--- config.mk ---
export PLATFORM = sky130hd
export DESIGN_NAME = tmc_mode_ctrl
export DESIGN_NICKNAME = d
export VERILOG_FILES = /design/src/tmc_pkg.sv /design/src/tmc_mode_ctrl.sv
export VERILOG_INCLUDE_DIRS = /design/src
export SDC_FILE = /design/constraint.sdc
export NUM_CORES = 1
export LEC_CHECK = 0
export ABC_AREA = 1
export BUFFER_PORTS_ARGS = -buffer_cell sky130_fd_sc_hd__buf_4
export CORE_AREA = 2 2 137 239
export CTS_CLUSTER_DIAMETER = 80
export DETAILED_ROUTE_END_ITERATION = 10
export DIE_AREA = 0 0 139 241
export GPL_TIMING_DRIVEN = 1
export PLACE_DENSITY = 0.6
export SLEW_MARGIN = 20
export SYNTH_ARGS = -nofsm -noshare
export SYNTH_HDL_FRONTEND = slang
export SYNTH_SLANG_ARGS = --single-unit
--- constraint.sdc ---
create_clock -name clk -period 2.3 [get_ports clk]
set_input_delay 0.46 -clock clk [delete_from_list [all_inputs] [get_ports clk]]
set_output_delay 0.46 -clock clk [all_outputs]
set_load 0.02 [all_outputs]
--- src/tmc_params.svh ---
`ifndef TMC_PARAMS_SVH
`define TMC_PARAMS_SVH
`define TMC_CLK_MHZ 50
`define TMC_GTS_US 50
`define TMC_GTS_CYC ((`TMC_GTS_US * `TMC_CLK_MHZ))
`define TMC_UV_US 200000
`define TMC_UV_CYC ((`TMC_UV_US * `TMC_CLK_MHZ))
`define TMC_INACT_MS 240000
`define TMC_INACT_CYC ((64'(`TMC_INACT_MS) * 64'd1000 * 64'(`TMC_CLK_MHZ)))
`define TMC_MODEHOLD_US 20
`define TMC_MODEHOLD_CYC ((`TMC_MODEHOLD_US * `TMC_CLK_MHZ))
`define TMC_ADDR_CTRL 12'h000
`define TMC_ADDR_STAT 12'h004
`define TMC_ADDR_FLAGS 12'h008
`define TMC_CTRL_RESET 32'h0000_0000
`endif

--- src/tmc_pkg.sv ---
package tmc_pkg;
  typedef enum logic [2:0] {
    TMC_OFF,
    TMC_NORMAL,
    TMC_SILENT,
    TMC_STANDBY,
    TMC_GOTOSLEEP,
    TMC_SLEEP
  } tmc_mode_t;
  typedef enum logic [1:0] {
    TMC_SLP_PIN,
    TMC_SLP_SWE
  } tmc_slpcause_t;
endpackage
--- src/tmc_mode_ctrl.sv ---
`include "tmc_params.svh"
// What this block does
// RQ1 - mode from standby-select, enable, supplies, wakes
// RQ2 - normal: driver and receiver on
// RQ3 - silent: receiver only, inhibit on
// RQ4 - standby: monitor only, rxd low on wake
// RQ5 - go-to-sleep times out to sleep, inhibit off
// RQ6 - uv timers armed after first rise
// RQ7 - armed uv timer expiry forces sleep
// RQ8 - sleep-wake-error timer starts standby, clears normal
// RQ9 - silent from standby keeps timer, expiry sleeps
// RQ10 - silent from normal: timer inactive
// RQ11 - standby inactivity expiry forces sleep
// RQ12 - select rise wakes pin sleep; enable picks
// RQ13 - pin exit ignored under io undervoltage
// RQ14 - timer sleep: select high plus enable edge
// RQ15 - entered high: enable toggle with select low first
// RQ16 - host holds select low mode-hold time
// RQ17 - normal entry clears wake and power flags
// RQ18 - silent: fault shows power-on or local failure
// RQ19 - normal: fault shows wake source
// RQ20 - pending wake keeps standby, not sleep
// RQ21 - exactly six modes
// RQ22 - bus pattern or local wake leaves sleep
// RQ23 - io undervoltage to standby then sleep
// RQ24 - durations are counter parameters
module tmc_mode_ctrl import tmc_pkg::*; #(
  parameter int unsigned GTS_CYC = `TMC_GTS_CYC, // RQ24
  parameter longint unsigned UV_CYC = `TMC_UV_CYC,
  parameter longint unsigned INACT_CYC = `TMC_INACT_CYC
) (
  // clock and reset
  input wire logic clk,
  input wire logic arst_n,
  // apb
  input wire logic psel,
  input wire logic penable,
  input wire logic pwrite,
  input wire logic [11:0] paddr,
  input wire logic [31:0] pwdata,
  output logic [31:0] prdata,
  output logic pready,
  output logic pslverr,
  // host pins and conditions (asynchronous)
  input wire logic standbySelect_n,
  input wire logic enablePin,
  input wire logic coreSupplyUndervoltage,
  input wire logic ioSupplyUndervoltage,
  input wire logic batterySupplyUndervoltage,
  input wire logic remoteWakePattern,
  input wire logic localWakeEvent,
  input wire logic localFailure,
  input wire logic busRxState,
  // outputs
  output logic driverEnable,
  output logic receiverEnable,
  output logic monitorEnable,
  output logic rxdOut,
  output logic rxdOe,
  output logic supplyInhibitOut,
  output logic supplyInhibitOe,
  output logic faultOut_n
);
  // two-stage synchronisers, one generate loop
  localparam int NSYNC = 9;
  localparam logic [NSYNC-1:0] SYNC_RST = 9'h11C; // supply monitors start in undervoltage, bus idle high
  logic [NSYNC-1:0] rawIn;
  logic [NSYNC-1:0] syncA_reg;
  logic [NSYNC-1:0] syncB_reg;
  assign rawIn = {busRxState, localFailure, localWakeEvent, remoteWakePattern, batterySupplyUndervoltage,
                  ioSupplyUndervoltage, coreSupplyUndervoltage, enablePin, standbySelect_n};
  genvar gi;
  generate
    for (gi = 0; gi < NSYNC; gi++) begin : g_sync
      always_ff @(posedge clk or negedge arst_n) begin
        if (!arst_n) begin
          syncA_reg[gi] <= SYNC_RST[gi];
          syncB_reg[gi] <= SYNC_RST[gi];
        end else begin
          syncA_reg[gi] <= rawIn[gi];
          syncB_reg[gi] <= syncA_reg[gi];
        end
      end
    end
  endgenerate
  wire stbSel = syncB_reg[0];
  wire enPin = syncB_reg[1];
  wire uvCore = syncB_reg[2];
  wire uvIo = syncB_reg[3];
  wire uvBat = syncB_reg[4];
  wire wakeBus = syncB_reg[5];
  wire wakeLocal = syncB_reg[6];
  wire failLocal = syncB_reg[7];
  wire busRx = syncB_reg[8];

  logic stbSelD_reg;
  logic enPinD_reg;
  always_ff @(posedge clk or negedge arst_n) begin
    if (!arst_n) begin
      stbSelD_reg <= 1'b0;
      enPinD_reg <= 1'b0;
    end else begin
      stbSelD_reg <= stbSel;
      enPinD_reg <= enPin;
    end
  end
  wire stbRise = stbSel && !stbSelD_reg;
  wire enRise = enPin && !enPinD_reg;
  wire enFall = !enPin && enPinD_reg;

  tmc_mode_t mode_reg, mode_next;
  tmc_slpcause_t cause_reg, cause_next;
  logic swe_reg, swe_next;
  logic [31:0] gtsCnt_reg;
  logic [47:0] sweCnt_reg;
  logic [47:0] uvCoreCnt_reg;
  logic [47:0] uvIoCnt_reg;
  logic coreArm_reg;
  logic ioArm_reg;
  logic wakeReq_reg;
  logic powerOn_reg;
  logic wakeSrcLocal_reg;
  logic seqArmed_reg;
  logic seqArmed_next;
  logic [31:0] ctrl_reg;

  // software can force a sleep request and disable the sleep-wake-error timer
  wire swGoSleep = ctrl_reg[0];
  wire sweDisable = ctrl_reg[1];

  wire gtsDone = gtsCnt_reg >= 32'(GTS_CYC); // RQ5
  wire sweDone = swe_reg && !sweDisable && (sweCnt_reg >= 48'(INACT_CYC)); // RQ11
  wire uvExpire = (coreArm_reg && uvCoreCnt_reg >= 48'(UV_CYC)) ||
                  (ioArm_reg && uvIoCnt_reg >= 48'(UV_CYC)); // RQ7
  wire wakePending = wakeReq_reg; // RQ20
  wire pinExitPin = stbRise && !uvIo; // RQ12 RQ13
  wire pinExitSwe = seqArmed_reg && stbSel && (enRise || enFall) && !uvIo; // RQ14 RQ13

  always_comb begin
    mode_next = mode_reg;
    cause_next = cause_reg;
    swe_next = swe_reg;
    seqArmed_next = seqArmed_reg;
    case (mode_reg) // RQ21
      TMC_OFF: begin
        if (!uvBat) begin
          mode_next = TMC_STANDBY;
          swe_next = 1'b1;
        end
      end
      TMC_NORMAL, TMC_SILENT, TMC_STANDBY, TMC_GOTOSLEEP: begin
        if (uvExpire) begin
          mode_next = TMC_SLEEP; // RQ7 RQ23
          cause_next = TMC_SLP_PIN;
          swe_next = 1'b0;
        end else if (sweDone && (mode_reg == TMC_STANDBY || mode_reg == TMC_SILENT)) begin
          mode_next = TMC_SLEEP; // RQ9 RQ11
          cause_next = TMC_SLP_SWE;
          swe_next = 1'b0;
          seqArmed_next = !stbSel; // RQ15
        end else if (uvIo) begin
          mode_next = TMC_STANDBY; // RQ23
          if (mode_reg != TMC_STANDBY) begin
            swe_next = 1'b1; // RQ8
          end
        end else if (stbSel && enPin) begin
          mode_next = TMC_NORMAL; // RQ1
          swe_next = 1'b0; // RQ8
        end else if (stbSel) begin
          if (mode_reg != TMC_SILENT) begin
            mode_next = TMC_SILENT;
            swe_next = (mode_reg != TMC_NORMAL) && swe_reg; // RQ9 RQ10
          end
        end else if ((enPin || swGoSleep) && !wakePending) begin
          mode_next = (mode_reg == TMC_GOTOSLEEP && gtsDone) ? TMC_SLEEP : TMC_GOTOSLEEP; // RQ5
          cause_next = TMC_SLP_PIN;
          swe_next = 1'b0;
        end else begin
          if (mode_reg != TMC_STANDBY) begin
            swe_next = 1'b1; // RQ8
          end
          mode_next = TMC_STANDBY; // RQ20
        end
      end
      TMC_SLEEP: begin
        if (!stbSel && (enRise || enFall)) begin
          seqArmed_next = 1'b1; // RQ15
        end
        if (wakeBus || wakeLocal) begin
          mode_next = TMC_STANDBY; // RQ22
          swe_next = 1'b1;
        end else if ((cause_reg == TMC_SLP_PIN && pinExitPin) || (cause_reg == TMC_SLP_SWE && pinExitSwe)) begin
          mode_next = (cause_reg == TMC_SLP_PIN ? enPin : enRise) ? TMC_NORMAL : TMC_SILENT; // RQ12 RQ14
          swe_next = 1'b0;
        end
      end
      default: mode_next = TMC_OFF;
    endcase
    if (uvBat) begin
      mode_next = TMC_OFF;
      swe_next = 1'b0;
    end
    if (mode_next == TMC_SLEEP && mode_reg != TMC_SLEEP && cause_next == TMC_SLP_PIN) begin
      seqArmed_next = 1'b0;
    end
  end

  always_ff @(posedge clk or negedge arst_n) begin
    if (!arst_n) begin
      mode_reg <= TMC_OFF;
      cause_reg <= TMC_SLP_PIN;
      swe_reg <= 1'b0;
      seqArmed_reg <= 1'b0;
    end else begin
      mode_reg <= mode_next;
      cause_reg <= cause_next;
      swe_reg <= swe_next;
      seqArmed_reg <= seqArmed_next;
    end
  end

  wire enterNormal = (mode_next == TMC_NORMAL) && (mode_reg != TMC_NORMAL);
  always_ff @(posedge clk or negedge arst_n) begin
    if (!arst_n) begin
      gtsCnt_reg <= '0;
      sweCnt_reg <= '0;
      uvCoreCnt_reg <= '0;
      uvIoCnt_reg <= '0;
      coreArm_reg <= 1'b0;
      ioArm_reg <= 1'b0;
    end else begin
      gtsCnt_reg <= (mode_reg == TMC_GOTOSLEEP && !gtsDone) ? gtsCnt_reg + 32'd1 :
                    (mode_reg == TMC_GOTOSLEEP ? gtsCnt_reg : '0); // RQ5
      sweCnt_reg <= (swe_next && swe_reg && !sweDone) ? sweCnt_reg + 48'd1 : (swe_next ? sweCnt_reg : '0); // RQ8
      coreArm_reg <= coreArm_reg || !uvCore; // RQ6
      ioArm_reg <= ioArm_reg || !uvIo; // RQ6
      uvCoreCnt_reg <= (coreArm_reg && uvCore && mode_reg != TMC_SLEEP) ? uvCoreCnt_reg + 48'd1 : '0; // RQ7
      uvIoCnt_reg <= (ioArm_reg && uvIo && mode_reg != TMC_SLEEP) ? uvIoCnt_reg + 48'd1 : '0; // RQ7
    end
  end

  // wake flag: a wake in the same cycle as normal entry wins
  wire wakeHit = (wakeBus || wakeLocal) && (mode_reg == TMC_STANDBY || mode_reg == TMC_SLEEP ||
                 mode_reg == TMC_GOTOSLEEP);
  always_ff @(posedge clk or negedge arst_n) begin
    if (!arst_n) begin
      wakeReq_reg <= 1'b0;
      powerOn_reg <= 1'b1;
      wakeSrcLocal_reg <= 1'b0;
    end else begin
      wakeReq_reg <= wakeHit || (wakeReq_reg && !enterNormal); // RQ17
      powerOn_reg <= (mode_reg == TMC_OFF) || (powerOn_reg && !enterNormal); // RQ17
      if (wakeHit) begin
        wakeSrcLocal_reg <= wakeLocal; // RQ19
      end
    end
  end

  // outputs
  always_ff @(posedge clk or negedge arst_n) begin
    if (!arst_n) begin
      driverEnable <= 1'b0;
      receiverEnable <= 1'b0;
      monitorEnable <= 1'b0;
      rxdOut <= 1'b1;
      rxdOe <= 1'b0;
      supplyInhibitOut <= 1'b0;
      supplyInhibitOe <= 1'b0;
      faultOut_n <= 1'b1;
    end else begin
      driverEnable <= (mode_reg == TMC_NORMAL); // RQ2 RQ3
      receiverEnable <= (mode_reg == TMC_NORMAL) || (mode_reg == TMC_SILENT); // RQ2 RQ3
      monitorEnable <= (mode_reg == TMC_STANDBY) || (mode_reg == TMC_GOTOSLEEP) || (mode_reg == TMC_SLEEP); // RQ4
      rxdOe <= (mode_reg != TMC_OFF) && !uvIo;
      case (mode_reg)
        TMC_NORMAL, TMC_SILENT: rxdOut <= busRx; // RQ2 RQ3
        TMC_STANDBY: rxdOut <= !wakeReq_reg; // RQ4
        default: rxdOut <= 1'b1;
      endcase
      supplyInhibitOut <= 1'b1;
      supplyInhibitOe <= (mode_reg == TMC_NORMAL) || (mode_reg == TMC_SILENT) ||
                         (mode_reg == TMC_STANDBY) || (mode_reg == TMC_GOTOSLEEP); // RQ3 RQ4 RQ5
      case (mode_reg)
        TMC_SILENT: faultOut_n <= !(powerOn_reg || failLocal); // RQ18
        TMC_NORMAL: faultOut_n <= !wakeSrcLocal_reg; // RQ19
        default: faultOut_n <= 1'b1;
      endcase
    end
  end

  // apb slave, zero wait states
  wire apbWr = psel && penable && pwrite;
  wire hitCtrl = (paddr == `TMC_ADDR_CTRL);
  wire hitStat = (paddr == `TMC_ADDR_STAT);
  wire hitFlags = (paddr == `TMC_ADDR_FLAGS);
  always_ff @(posedge clk or negedge arst_n) begin
    if (!arst_n) begin
      ctrl_reg <= `TMC_CTRL_RESET;
    end else if (apbWr && hitCtrl) begin
      ctrl_reg <= {30'h0, pwdata[1:0]};
    end
  end
  assign pready = 1'b1;
  assign pslverr = psel && penable && !(hitCtrl || hitStat || hitFlags);
  assign prdata = hitCtrl ? ctrl_reg :
                  hitStat ? {28'h000_0000, swe_reg, mode_reg} :
                  hitFlags ? {28'h000_0000, wakeSrcLocal_reg, seqArmed_reg, powerOn_reg, wakeReq_reg} : 32'h0000_0000;

  a_normal_drives: assert property (@(posedge clk) disable iff (!arst_n) // RQ2
    mode_reg == TMC_NORMAL |=> driverEnable && receiverEnable) else $error("normal mode not driving");
  a_silent_nodrive: assert property (@(posedge clk) disable iff (!arst_n) // RQ3
    mode_reg == TMC_SILENT |=> !driverEnable && receiverEnable && supplyInhibitOe)
    else $error("silent mode outputs wrong");
  a_sleep_inhoff: assert property (@(posedge clk) disable iff (!arst_n) // RQ5
    mode_reg == TMC_SLEEP |=> !supplyInhibitOe) else $error("inhibit on in sleep");
  a_normal_clears: assert property (@(posedge clk) disable iff (!arst_n) // RQ17
    enterNormal && !wakeHit |=> !wakeReq_reg && !powerOn_reg) else $error("flags not cleared");
  a_normal_swe: assert property (@(posedge clk) disable iff (!arst_n) // RQ8
    mode_reg == TMC_NORMAL |-> !swe_reg) else $error("swe timer active in normal");
  a_standby_swe: assert property (@(posedge clk) disable iff (!arst_n) // RQ8
    mode_reg == TMC_STANDBY |-> swe_reg) else $error("swe timer idle in standby");
  a_wake_hold: assert property (@(posedge clk) disable iff (!arst_n) // RQ20
    mode_reg == TMC_STANDBY && wakePending && !uvBat && !uvExpire && !sweDone && !stbSel |=> mode_reg == TMC_STANDBY)
    else $error("left standby with wake pending");
  a_io_exit_block: assert property (@(posedge clk) disable iff (!arst_n) // RQ13
    mode_reg == TMC_SLEEP && uvIo && !wakeBus && !wakeLocal && !uvBat |=> mode_reg == TMC_SLEEP)
    else $error("pin exit under io undervoltage");
  a_silent_fault: assert property (@(posedge clk) disable iff (!arst_n) // RQ18
    mode_reg == TMC_SILENT && powerOn_reg |=> !faultOut_n) else $error("power-on not reported");
  a_gts_inh: assert property (@(posedge clk) disable iff (!arst_n) // RQ5
    mode_reg == TMC_GOTOSLEEP |=> supplyInhibitOe && !driverEnable && !receiverEnable)
    else $error("go-to-sleep outputs wrong");
  a_gts_wait: assert property (@(posedge clk) disable iff (!arst_n) // RQ5
    mode_reg == TMC_GOTOSLEEP && !gtsDone && !uvExpire |=> mode_reg != TMC_SLEEP)
    else $error("sleep before go-to-sleep time");
  a_standby_rxd: assert property (@(posedge clk) disable iff (!arst_n) // RQ4
    mode_reg == TMC_STANDBY && wakeReq_reg |=> !rxdOut && monitorEnable && !driverEnable && !receiverEnable)
    else $error("standby wake not shown on rxd");
  a_off_outputs: assert property (@(posedge clk) disable iff (!arst_n) // RQ21
    mode_reg == TMC_OFF |=> !driverEnable && !receiverEnable && !supplyInhibitOe && !rxdOe)
    else $error("outputs active in off mode");
  a_swe_silent: assert property (@(posedge clk) disable iff (!arst_n) // RQ10
    mode_reg == TMC_NORMAL && mode_next == TMC_SILENT |=> !swe_reg) else $error("swe timer on after normal");
  a_normal_wake: assert property (@(posedge clk) disable iff (!arst_n) // RQ19
    mode_reg == TMC_NORMAL && wakeSrcLocal_reg |=> !faultOut_n) else $error("local wake source not shown");
endmodule

### After elaboration in Yosys (flattened, before gate mapping)

Cells that the tools add are included.

| word-level totals | value |
|---|---|
| logic and storage cells | 198 |
| output and inout bits | 42 |
| register bits after elaboration | 218 |

| operators by class | value |
|---|---|
| mux-type cells | 49 |
| order comparisons | 4 |
| reduce and logical (&&, ||, !) cells | 80 |
| equal/unequal tests | 19 |
| $add $sub $neg | 4 |

Operators by type and width:

| kind | count |
|---|---|
| 48-bit two-way mux | 4 |
| 48-bit by 1-bit adder with 48-bit output (second input constant) | 3 |
| 48-bit by 24-bit greater-or-equal comparator with 1-bit output (second input constant) | 2 |
| 32-bit two-way mux | 2 |
| 48-bit by 34-bit greater-or-equal comparator with 1-bit output (second input constant) | 1 |
| 1-bit logical AND | 37 |
| 32-bit by 1-bit adder with 32-bit output (second input constant) | 1 |
| 32-bit by 12-bit greater-or-equal comparator with 1-bit output (second input constant) | 1 |
| 3-bit two-way mux | 10 |
| 1-bit logical OR | 20 |
| 1-bit two-way mux | 17 |
| 2-bit two-way mux | 8 |
| 1-bit logical NOT | 14 |
| 12-bit by 3-bit equality test with 1-bit output (second input constant) | 1 |
| 12-bit by 4-bit equality test with 1-bit output (second input constant) | 1 |
| 12-bit logical NOT | 1 |
| 4-bit two-way mux | 3 |
| 3-bit inequality test (second input constant) | 4 |
| 3-bit equality test (second input constant) | 3 |
| 3-bit one-hot mux with 3 select lines | 1 |
| 3-bit by 1-bit equality test with 1-bit output (second input constant) | 2 |
| 3-bit by 2-bit equality test with 1-bit output (second input constant) | 2 |
| 3-bit by 2-bit inequality test with 1-bit output (second input constant) | 2 |
| 1-bit one-hot mux with 2 select lines | 3 |
| 10 further kinds | 13 |

### Longest topological paths before layout

Gate-level depths: netlist of run 1.

| logic depth | value |
|---|---|
| word-level depth | 16 |
| depth in mapped cells | 20 |
| gate-level depth less buffers | 20 |

### Worst setup path before layout of run 1

OpenSTA, ideal clock, no wires.

| path | value |
|---|---|
| path kind | input to output |
| start | input paddr[9] |
| end | output prdata[1] |
| stages on the path | 7 |
| data arrival time | 1.762 ns |
| data required time | 1.840 ns |
| buffers on the path | 0 |
| setup slack | 0.078 ns |
| path through | nor4_1 nand2_1 inv_1 nand2_1 nor3_1 a21oi_1 a22oi_1 |

| on the way | value |
|---|---|
| word-level cells in the longest chain between the ends | 4 |
| elaborated cells between the ends (all ways) | 6 |
| classes of those cells | eq/ne (2); mux (3); reduce/logical (1) |

Ends and longest elaborated chain:

| item | RTL line | RTL |
|---|---|---|
| start: declaration | tmc_mode_ctrl.sv:39 | `input wire logic [11:0] paddr,` |
| 12-bit by 4-bit equality test with 1-bit output (no source line) | -- |  |
| 4-bit two-way mux | tmc_mode_ctrl.sv:307 | `hitFlags ? {28'h000_0000, wakeSrcLocal_reg, seqArmed_reg, powerOn_reg, wakeReq_reg} : 32'h0000_0000;` |
| 4-bit two-way mux | tmc_mode_ctrl.sv:306 | `hitStat ? {28'h000_0000, swe_reg, mode_reg} :` |
| 4-bit two-way mux * | tmc_mode_ctrl.sv:305 | `assign prdata = hitCtrl ? ctrl_reg :` |
| end: declaration | tmc_mode_ctrl.sv:41 | `output logic [31:0] prdata,` |

Every way passes the cells marked *; elsewhere a longest branch is shown, timed or not.

### Worst setup path in the final report of run 1

| path | value |
|---|---|
| start | register syncB_reg[1] (netlist: enPin) |
| end | register sweCnt_reg[47] |

| on the way | value |
|---|---|
| word-level cells in the longest chain between the ends | 14 |
| elaborated cells between the ends (all ways) | 25 |
| classes of those cells | eq/ne (1); mux (11); reduce/logical (13) |

Ends and longest elaborated chain:

| item | RTL line | RTL |
|---|---|---|
| start: declaration | tmc_mode_ctrl.sv:69 | `logic [NSYNC-1:0] syncB_reg;` |
| start signal: indexed assignment | tmc_mode_ctrl.sv:78 | `syncB_reg[gi] <= SYNC_RST[gi];` |
| start signal: indexed assignment | tmc_mode_ctrl.sv:81 | `syncB_reg[gi] <= syncA_reg[gi];` |
| branches (longest 9 deep; another with 1-bit logical OR) | -- |  |
| 1-bit one-hot mux with 3 select lines * | tmc_mode_ctrl.sv:144 | `case (mode_reg)` |
| 1-bit two-way mux * | tmc_mode_ctrl.sv:199 | `if (uvBat) begin` |
| 1-bit logical AND (2 in a row) | tmc_mode_ctrl.sv:234 | `sweCnt_reg <= (swe_next && swe_reg && !sweDone) ? sweCnt_reg + 48'd1 : (swe_next ? sweCnt_reg : '0);` |
| 2-bit inequality test (no source line) or 48-bit two-way mux (tied branches) | -- |  |
| end signal: assignment | tmc_mode_ctrl.sv:234 |  |
| end: declaration | tmc_mode_ctrl.sv:115 | `logic [47:0] sweCnt_reg;` |

Mark *: on every way between the ends.
A chain may end at the register's enable or synchronous reset.

==> results.json, run 1 <==
{
  "status": "completed",
  "dieArea_um2": 33500,
  "die_y_um": 241,
  "dr.pass1.iters": 5,
  "grt_pass1_wl_mm": 55.63,
  "layout-drive-gt1-share": 0.2776,
  "utilization": 0.5229,
  "num_vias": 11760,
  "syn_inst": 1641,
  "critical_path.most_common_cell": "nand3_2",
  "nNetsFinal": 1960,
  "vdd.ir_drop.worst_uv": 573.8,
  "syn-cell-area_um2": 12470,
  "place_hpwl_mm": 25.73,
  "synth_edf_count": 0,
  "p_int_uw": 6850,
  "power.switching_uw": 2406,
  "arrival_ps": 2700,
  "syn_to_final_growth_pct": 31.73,
  "place_area_um2": 14280,
  "p_per_area_nw_per_um2": 563.4,
  "die_x_um": 139,
  "comb_power_share": 0.128,
  "synth_cell_types": 63,
  "power.leakage_uw": 0.007118,
  "synth_async_sr_flop_share": 1.000,
  "h-tree-depth": 1,
  "start_kind": "flop",
  "fin_skew_ps": 26.85,
  "power_frac_clock": 0.435,
  "relSlewSlack": 0.5439,
  "fmax_mhz": 434.9,
  "clk_pin_slew_worst_paths_ps": 60,
  "synth_ff_type": "dfrtp_1",
  "finalCritPeriodShare": 0.9998,
  "rsz0062_at_grt": "yes",
  "globalplace.congestion": 0.9146,
  "seq_area_frac_synth": 0.4385,
  "overflow": 0,
  "design_area_um2": 16430,
  "design.core.area_um2": 31420,
  "yosysWarnings": 0,
  "hold_violations": 0,
  "drt_iter0_markers": 555,
  "grt_max_degree": 62,
  "antenna_found_initial": 0,
  "final_common_cell": "nand2_1",
  "start_util": 0.3969,
  "ios": 100,
  "wl_per_cell_um": 15.34,
  "maxCapViolations": 0,
  "p_sw_frac": 0.2599,
  "slowest_stage": "dfrtp_1",
  "io_buffers": 40,
  "worst-setup-path-type": "reg2reg",
  "num_rows": 86,
  "power_uw": 9256,
  "cts_tree": "built",
  "slowest_delay_ps": 390,
  "worstSkewPairLatency_ps": 530,
  "grt_pass1_vias": 11750,
  "seqPwrFrac": 0.438,
  "numCtsBuffers": 23,
  "drc": 0,
  "finalWirelength_mm": 35.36,
  "drv_slew": 0,
  "antenna_left": 0,
  "crit_chain": "ha_1 -> nor2_1 -> nand3_1 -> nand2_1 -> nand3_2 -> nand2_2 -> nor3_2 -> a211oi_1 -> buf_4 -> o31ai_4 -> nand2_4 -> clkinv_8 -> clkbuf_16 -> nand3_2 -> o21ai_1",
  "avgSynthCellArea_um2": 7.600,
  "finalCriticalPeriod_ps": 2300,
  "track_usage": 0.2021,
  "endpoint_kind": "flop",
  "setup_viol": 0,
  "path_max_fanout": 7,
  "synth-seq-cells": 218,
  "hold_class": "in2reg",
  "clock_path_buffers": 3,
  "cts.sinks": 218,
  "clockRootBuffer": "clkbuf_16",
  "tns_ps": 0,
  "vias_per_cell": 5.100,
  "mostFrequentLayoutCells": "nand2_1, nor2_1, buf_4",
  "required_ps": 2700,
  "tightest_slew_ps": 677.9,
  "diodes": 0
}
## cell families (layout without fill, tap and decap cells)
| family | count (synthesis) | after routing | share of synthesized area |
|---|---|---|---|
| adders and majority gates | 9 | 9 | 0.009029 |
| xor gates and xnor gates | 51 | 51 | 0.03581 |
| DFF | 218 | 218 | 0.4385 |
| AOI/OAI and AO/OA | 184 | 184 | 0.08607 |
| other | 2 | 30 | 0.0006022 |
| muxes | 2 | 2 | 0.001806 |
| buffers and inverters | 285 | 525 | 0.09811 |
| and+or+nand+nor | 890 | 890 | 0.3301 |
## metrics by stage
| stage | hold slack, ps | worst slack, ps | std cells |
|---|---|---|---|
| global route | 3.532 | -186.5 | 2305 |
| finish | 31.31 | 0.4459 | 2305 |
| global placement | 336.4 | -140.8 | 2211 |
| CTS | 8.865 | -71.50 | 2267 |
| detailed placement | 334.7 | -162.5 | 2211 |
| floorplan | 164.4 | 78.44 | 1669 |
## routing by layer
| metal | vias up | GRT usage | wire [um] |
|---|---|---|---|
| li1 | 5796 | - | - |
| met1 | 5590 | 0.2034 | 12790 |
| met2 | 256 | 0.4084 | 19640 |
| met3 | 113 | 0.02044 | 1028 |
| met4 | 0 | 0.09826 | 1899 |
| met5 | - | 0 | 0 |
## timing repair
action                                  in CTS  in global routing
hold buffers                                 1                  0
gates resized for setup                     31                192
buffers inserted                            14                 36
pin swaps                                   13                 63
endpoints found under the hold margin       51                  0
gates cloned                                 0                  4
endpoints found under the setup margin      52                 90
## Yosys cell counts, types with 10 or more instances
| cell | n | area (um2) |
|---|---|---|
| nor3_1 | 84 | 420.4 |
| xor2_1 | 43 | 376.6 |
| buf_4 | 33 | 247.7 |
| o21ai_2 | 10 | 87.58 |
| dfrtp_1 | 207 | 5180 |
| a21oi_1 | 67 | 335.3 |
| nand4_1 | 35 | 219.0 |
| inv_1 | 209 | 784.5 |
| nor2_2 | 15 | 93.84 |
| nand2_1 | 288 | 1081 |
| nor2_1 | 272 | 1021 |
| nor4_1 | 41 | 256.5 |
| o21ai_0 | 51 | 255.2 |
| o21a_1 | 11 | 82.58 |
| inv_2 | 19 | 71.32 |
| a31oi_1 | 10 | 62.56 |
| dfstp_2 | 11 | 289.0 |
| nand3_1 | 98 | 490.5 |
| o21ai_1 | 17 | 85.08 |
## power by group through the flow
stage	clock network [uW]	logic (uW)	registers, uW
final	4020	1180	4050
after global routing	4280	1280	4060
after CTS	4140	944	4050
after detailed placement	0	926	4120
after global placement	0	911	4120
after floorplan	0	486	4120
## worst max-delay path, delay by kind of cell, from the launching register on
kind,cells,cell delay [ps]
and+or+nand+nor,8,690
buffers and inverters,3,490
DFF,1,390
AOI/OAI and AO/OA,3,310
adders and majority gates,1,290
## area by class of cell
type,instances,area [um2]
clock inverter,9,151.4
inverter,231,899.6
sequential,218,5470
clock buffer,32,659.4
fill,2994,14990
tap,396,495.5
timing repair inverter,1,7.507
timing repair buffer,252,2081
multi-input combinational,1166,6665
## worst paths after layout
kind                                   startpoint                    endpoint  slack (ps)  cells after the start
setup / recovery                  enPin$_DFF_PN0_  sweCnt_reg[47]$_DFFE_PN0P_         0.4                     15
hold / removal                  remoteWakePattern      syncA_reg[5]$_DFF_PN0_          30                      1
setup reg to reg                  enPin$_DFF_PN0_  sweCnt_reg[47]$_DFFE_PN0P_         0.4                     15
hold reg to reg            syncA_reg[7]$_DFF_PN0_         failLocal$_DFF_PN0_         350                      0
max in group asynchronous                  arst_n      syncA_reg[8]$_DFF_PN1_        1120                      3
min in group asynchronous                  arst_n   uvIoCnt_reg[46]$_DFF_PN0_         470                      2
Power figures use the tool's default switching activity.
==> inputs of run 2 (changes only) <==
BUFFER_PORTS_ARGS = unset   (was -buffer_cell sky130_fd_sc_hd__buf_4)
DONT_BUFFER_PORTS = 1   (was unset)
HOLD_SLACK_MARGIN = 0.05   (was unset)
PLACE_DENSITY = 0.57   (was 0.6)
==> results.json, run 2 (synthesis gave the netlist of run 1 again) <==
{
  "dr.pass1.iters": 5,
  "design.core.area_um2": 31420,
  "num_vias": 11270,
  "finalCriticalPeriod_ps": 2313,
  "final_common_cell": "nand2_1",
  "path_max_fanout": 3,
  "antenna_found_initial": 0,
  "finalWirelength_mm": 33.48,
  "die_x_um": 139,
  "track_usage": 0.1924,
  "r2r_cells": 14,
  "dieArea_um2": 33500,
  "multi_input_area_um2": 6499,
  "nNetsFinal": 1899,
  "wl_per_cell_um": 14.90,
  "timing.rr.start": "uvCoreCnt_reg[0]$_DFF_PN0_",
  "drc": 0,
  "status": "finished, violations left",
  "layout-drive-gt1-share": 0.2319,
  "busiest_layer": "met2",
  "cts_tree": "built",
  "worstSkewPairLatency_ps": 540,
  "fmax_mhz": 432.3,
  "h-tree-depth": 1,
  "met2_usage": 0.3815,
  "start_kind": "flop",
  "io_buffers": 0,
  "grt_pass1_vias": 11140,
  "syn_to_final_growth_pct": 26.27,
  "crit_start": "uvCoreCnt_reg[0]$_DFF_PN0_",
  "clock_path_buffers": 3,
  "relSlewSlack": 0.5062,
  "worst-setup-path-type": "reg2reg",
  "rrSetupSlack_ps": -10,
  "cts.sinks": 218,
  "gr-usage-met1": 0.1997,
  "nFillCells": 3074,
  "drv_slew": 0,
  "cts-hold-fix-buffers": 10,
  "p_per_area_nw_per_um2": 583.6,
  "die_y_um": 241,
  "finalCritPeriodShare": 1.006,
  "seq_area_um2": 5469,
  "overflow": 0,
  "met3_usage": 0.02123,
  "hold_violations": 211,
  "start_util": 0.3969,
  "tightest_slew_ps": 740.7,
  "drt_iter0_markers": 596,
  "tns_ps": -16.05,
  "place_hpwl_mm": 24.14,
  "clk_pin_slew_worst_paths_ps": 70,
  "num_rows": 86,
  "clockRootBuffer": "clkbuf_16",
  "endpoint_kind": "flop",
  "vias_per_cell": 5.018,
  "rsz0062_at_grt": "yes",
  "mostFrequentLayoutCells": "nand2_1, nor2_1, dfrtp_1",
  "postLayoutSetupSlackWorst_ps": -13.29,
  "diodes": 0,
  "violations": "negative hold slack, negative setup slack",
  "numCtsBuffers": 24,
  "vdd.ir_drop.worst_uv": 684.8,
  "required_ps": 2740,
  "hold_slack_ps": -361.7,
  "ios": 100,
  "fin_skew_ps": 26.74,
  "arrival_ps": 2750,
  "grt_pass1_wl_mm": 52.82,
  "power.leakage_uw": 0.006776,
  "globalplace.congestion": 0.8893,
  "maxCapViolations": 0,
  "antenna_left": 0,
  "hold_class": "in2async",
  "setup_viol": 2,
  "grt_max_degree": 219
}
run 2: cell count changes in the layout (fill, tap and decap cells not counted), moves of 7 or more:
cell and change:
buf_4 -57, dlygate4sd3_1 +9, nor2_1 +8, nand2_1 +9
inv_1 +7
run 2: report_power, final:
group          leakage [uW]  internal, uW  switching [uW]
Combinational       0.00341           301             534
Clock              0.000417          2600            1660
Sequential          0.00294          3950             134
run 2: path summary, 6_finish.rpt:
kind                                                    end
worst max-delay path            uvCoreCnt_reg[42]$_DFF_PN0_
worst min-delay path               uvIoCnt_reg[3]$_DFF_PN0_
worst max register to register  uvCoreCnt_reg[42]$_DFF_PN0_
worst min register to register          failLocal$_DFF_PN0_
max in group asynchronous        gtsCnt_reg[23]$_DFFE_PN0P_
min in group clk                    ctrl_reg[0]$_DFFE_PN0P_
run 2: what timing repair did:
action                                  in CTS  in global routing
buffers inserted                             0                 31
gates cloned                                 0                  2
resized for setup                           10                155
pin swaps                                    2                 50
endpoints found under the setup margin      15                 69
hold endpoints to repair                   228                218
run 2: worst max-delay path: stages, from the launching register on:
cell and delay, ps:
dfrtp_1 380, ha_2 210, nand3_2 90, nor2_2 130, nand2_1 70, nor2_2 170, nand4_2 150, nor2_4 150
nand2_2 80, nor2_4 130, nand2_2 90, nor3_4 270, nand2_1 80, nand2_1 60, o21ba_4 140
run 2: layout make-up:
cell class | instances | area share
flip-flops and latches | 218 | 0.3473
inverters | 231 | 0.05617
repair buffers | 191 | 0.09780
clock inverters | 15 | 0.01533
clock buffers | 29 | 0.03933
multi-input cells | 1166 | 0.4126
well taps | 396 | 0.03146
run 2: through the flow:
step,setup WS (ps),area (um2),instances,total power (uW),util
2_1_floorplan,78.44,12580,1669,4601,-
3_3_place_gp,-38.69,13880,2161,4846,0.4419
3_5_place_dp,-26.82,13880,2161,4855,0.4419
4_1_cts,0.8715,14890,2215,9198,0.4739
5_1_grt,-190.0,15750,2246,9544,0.5012
6_report,-13.29,15750,2246,9191,0.5012
run 2: metal layers:
metal  vias up  wire length, um
met5         -                0
met4         0             1385
met3        81             1103
met2       231            18290
met1      5300            12700
li1       5658                -
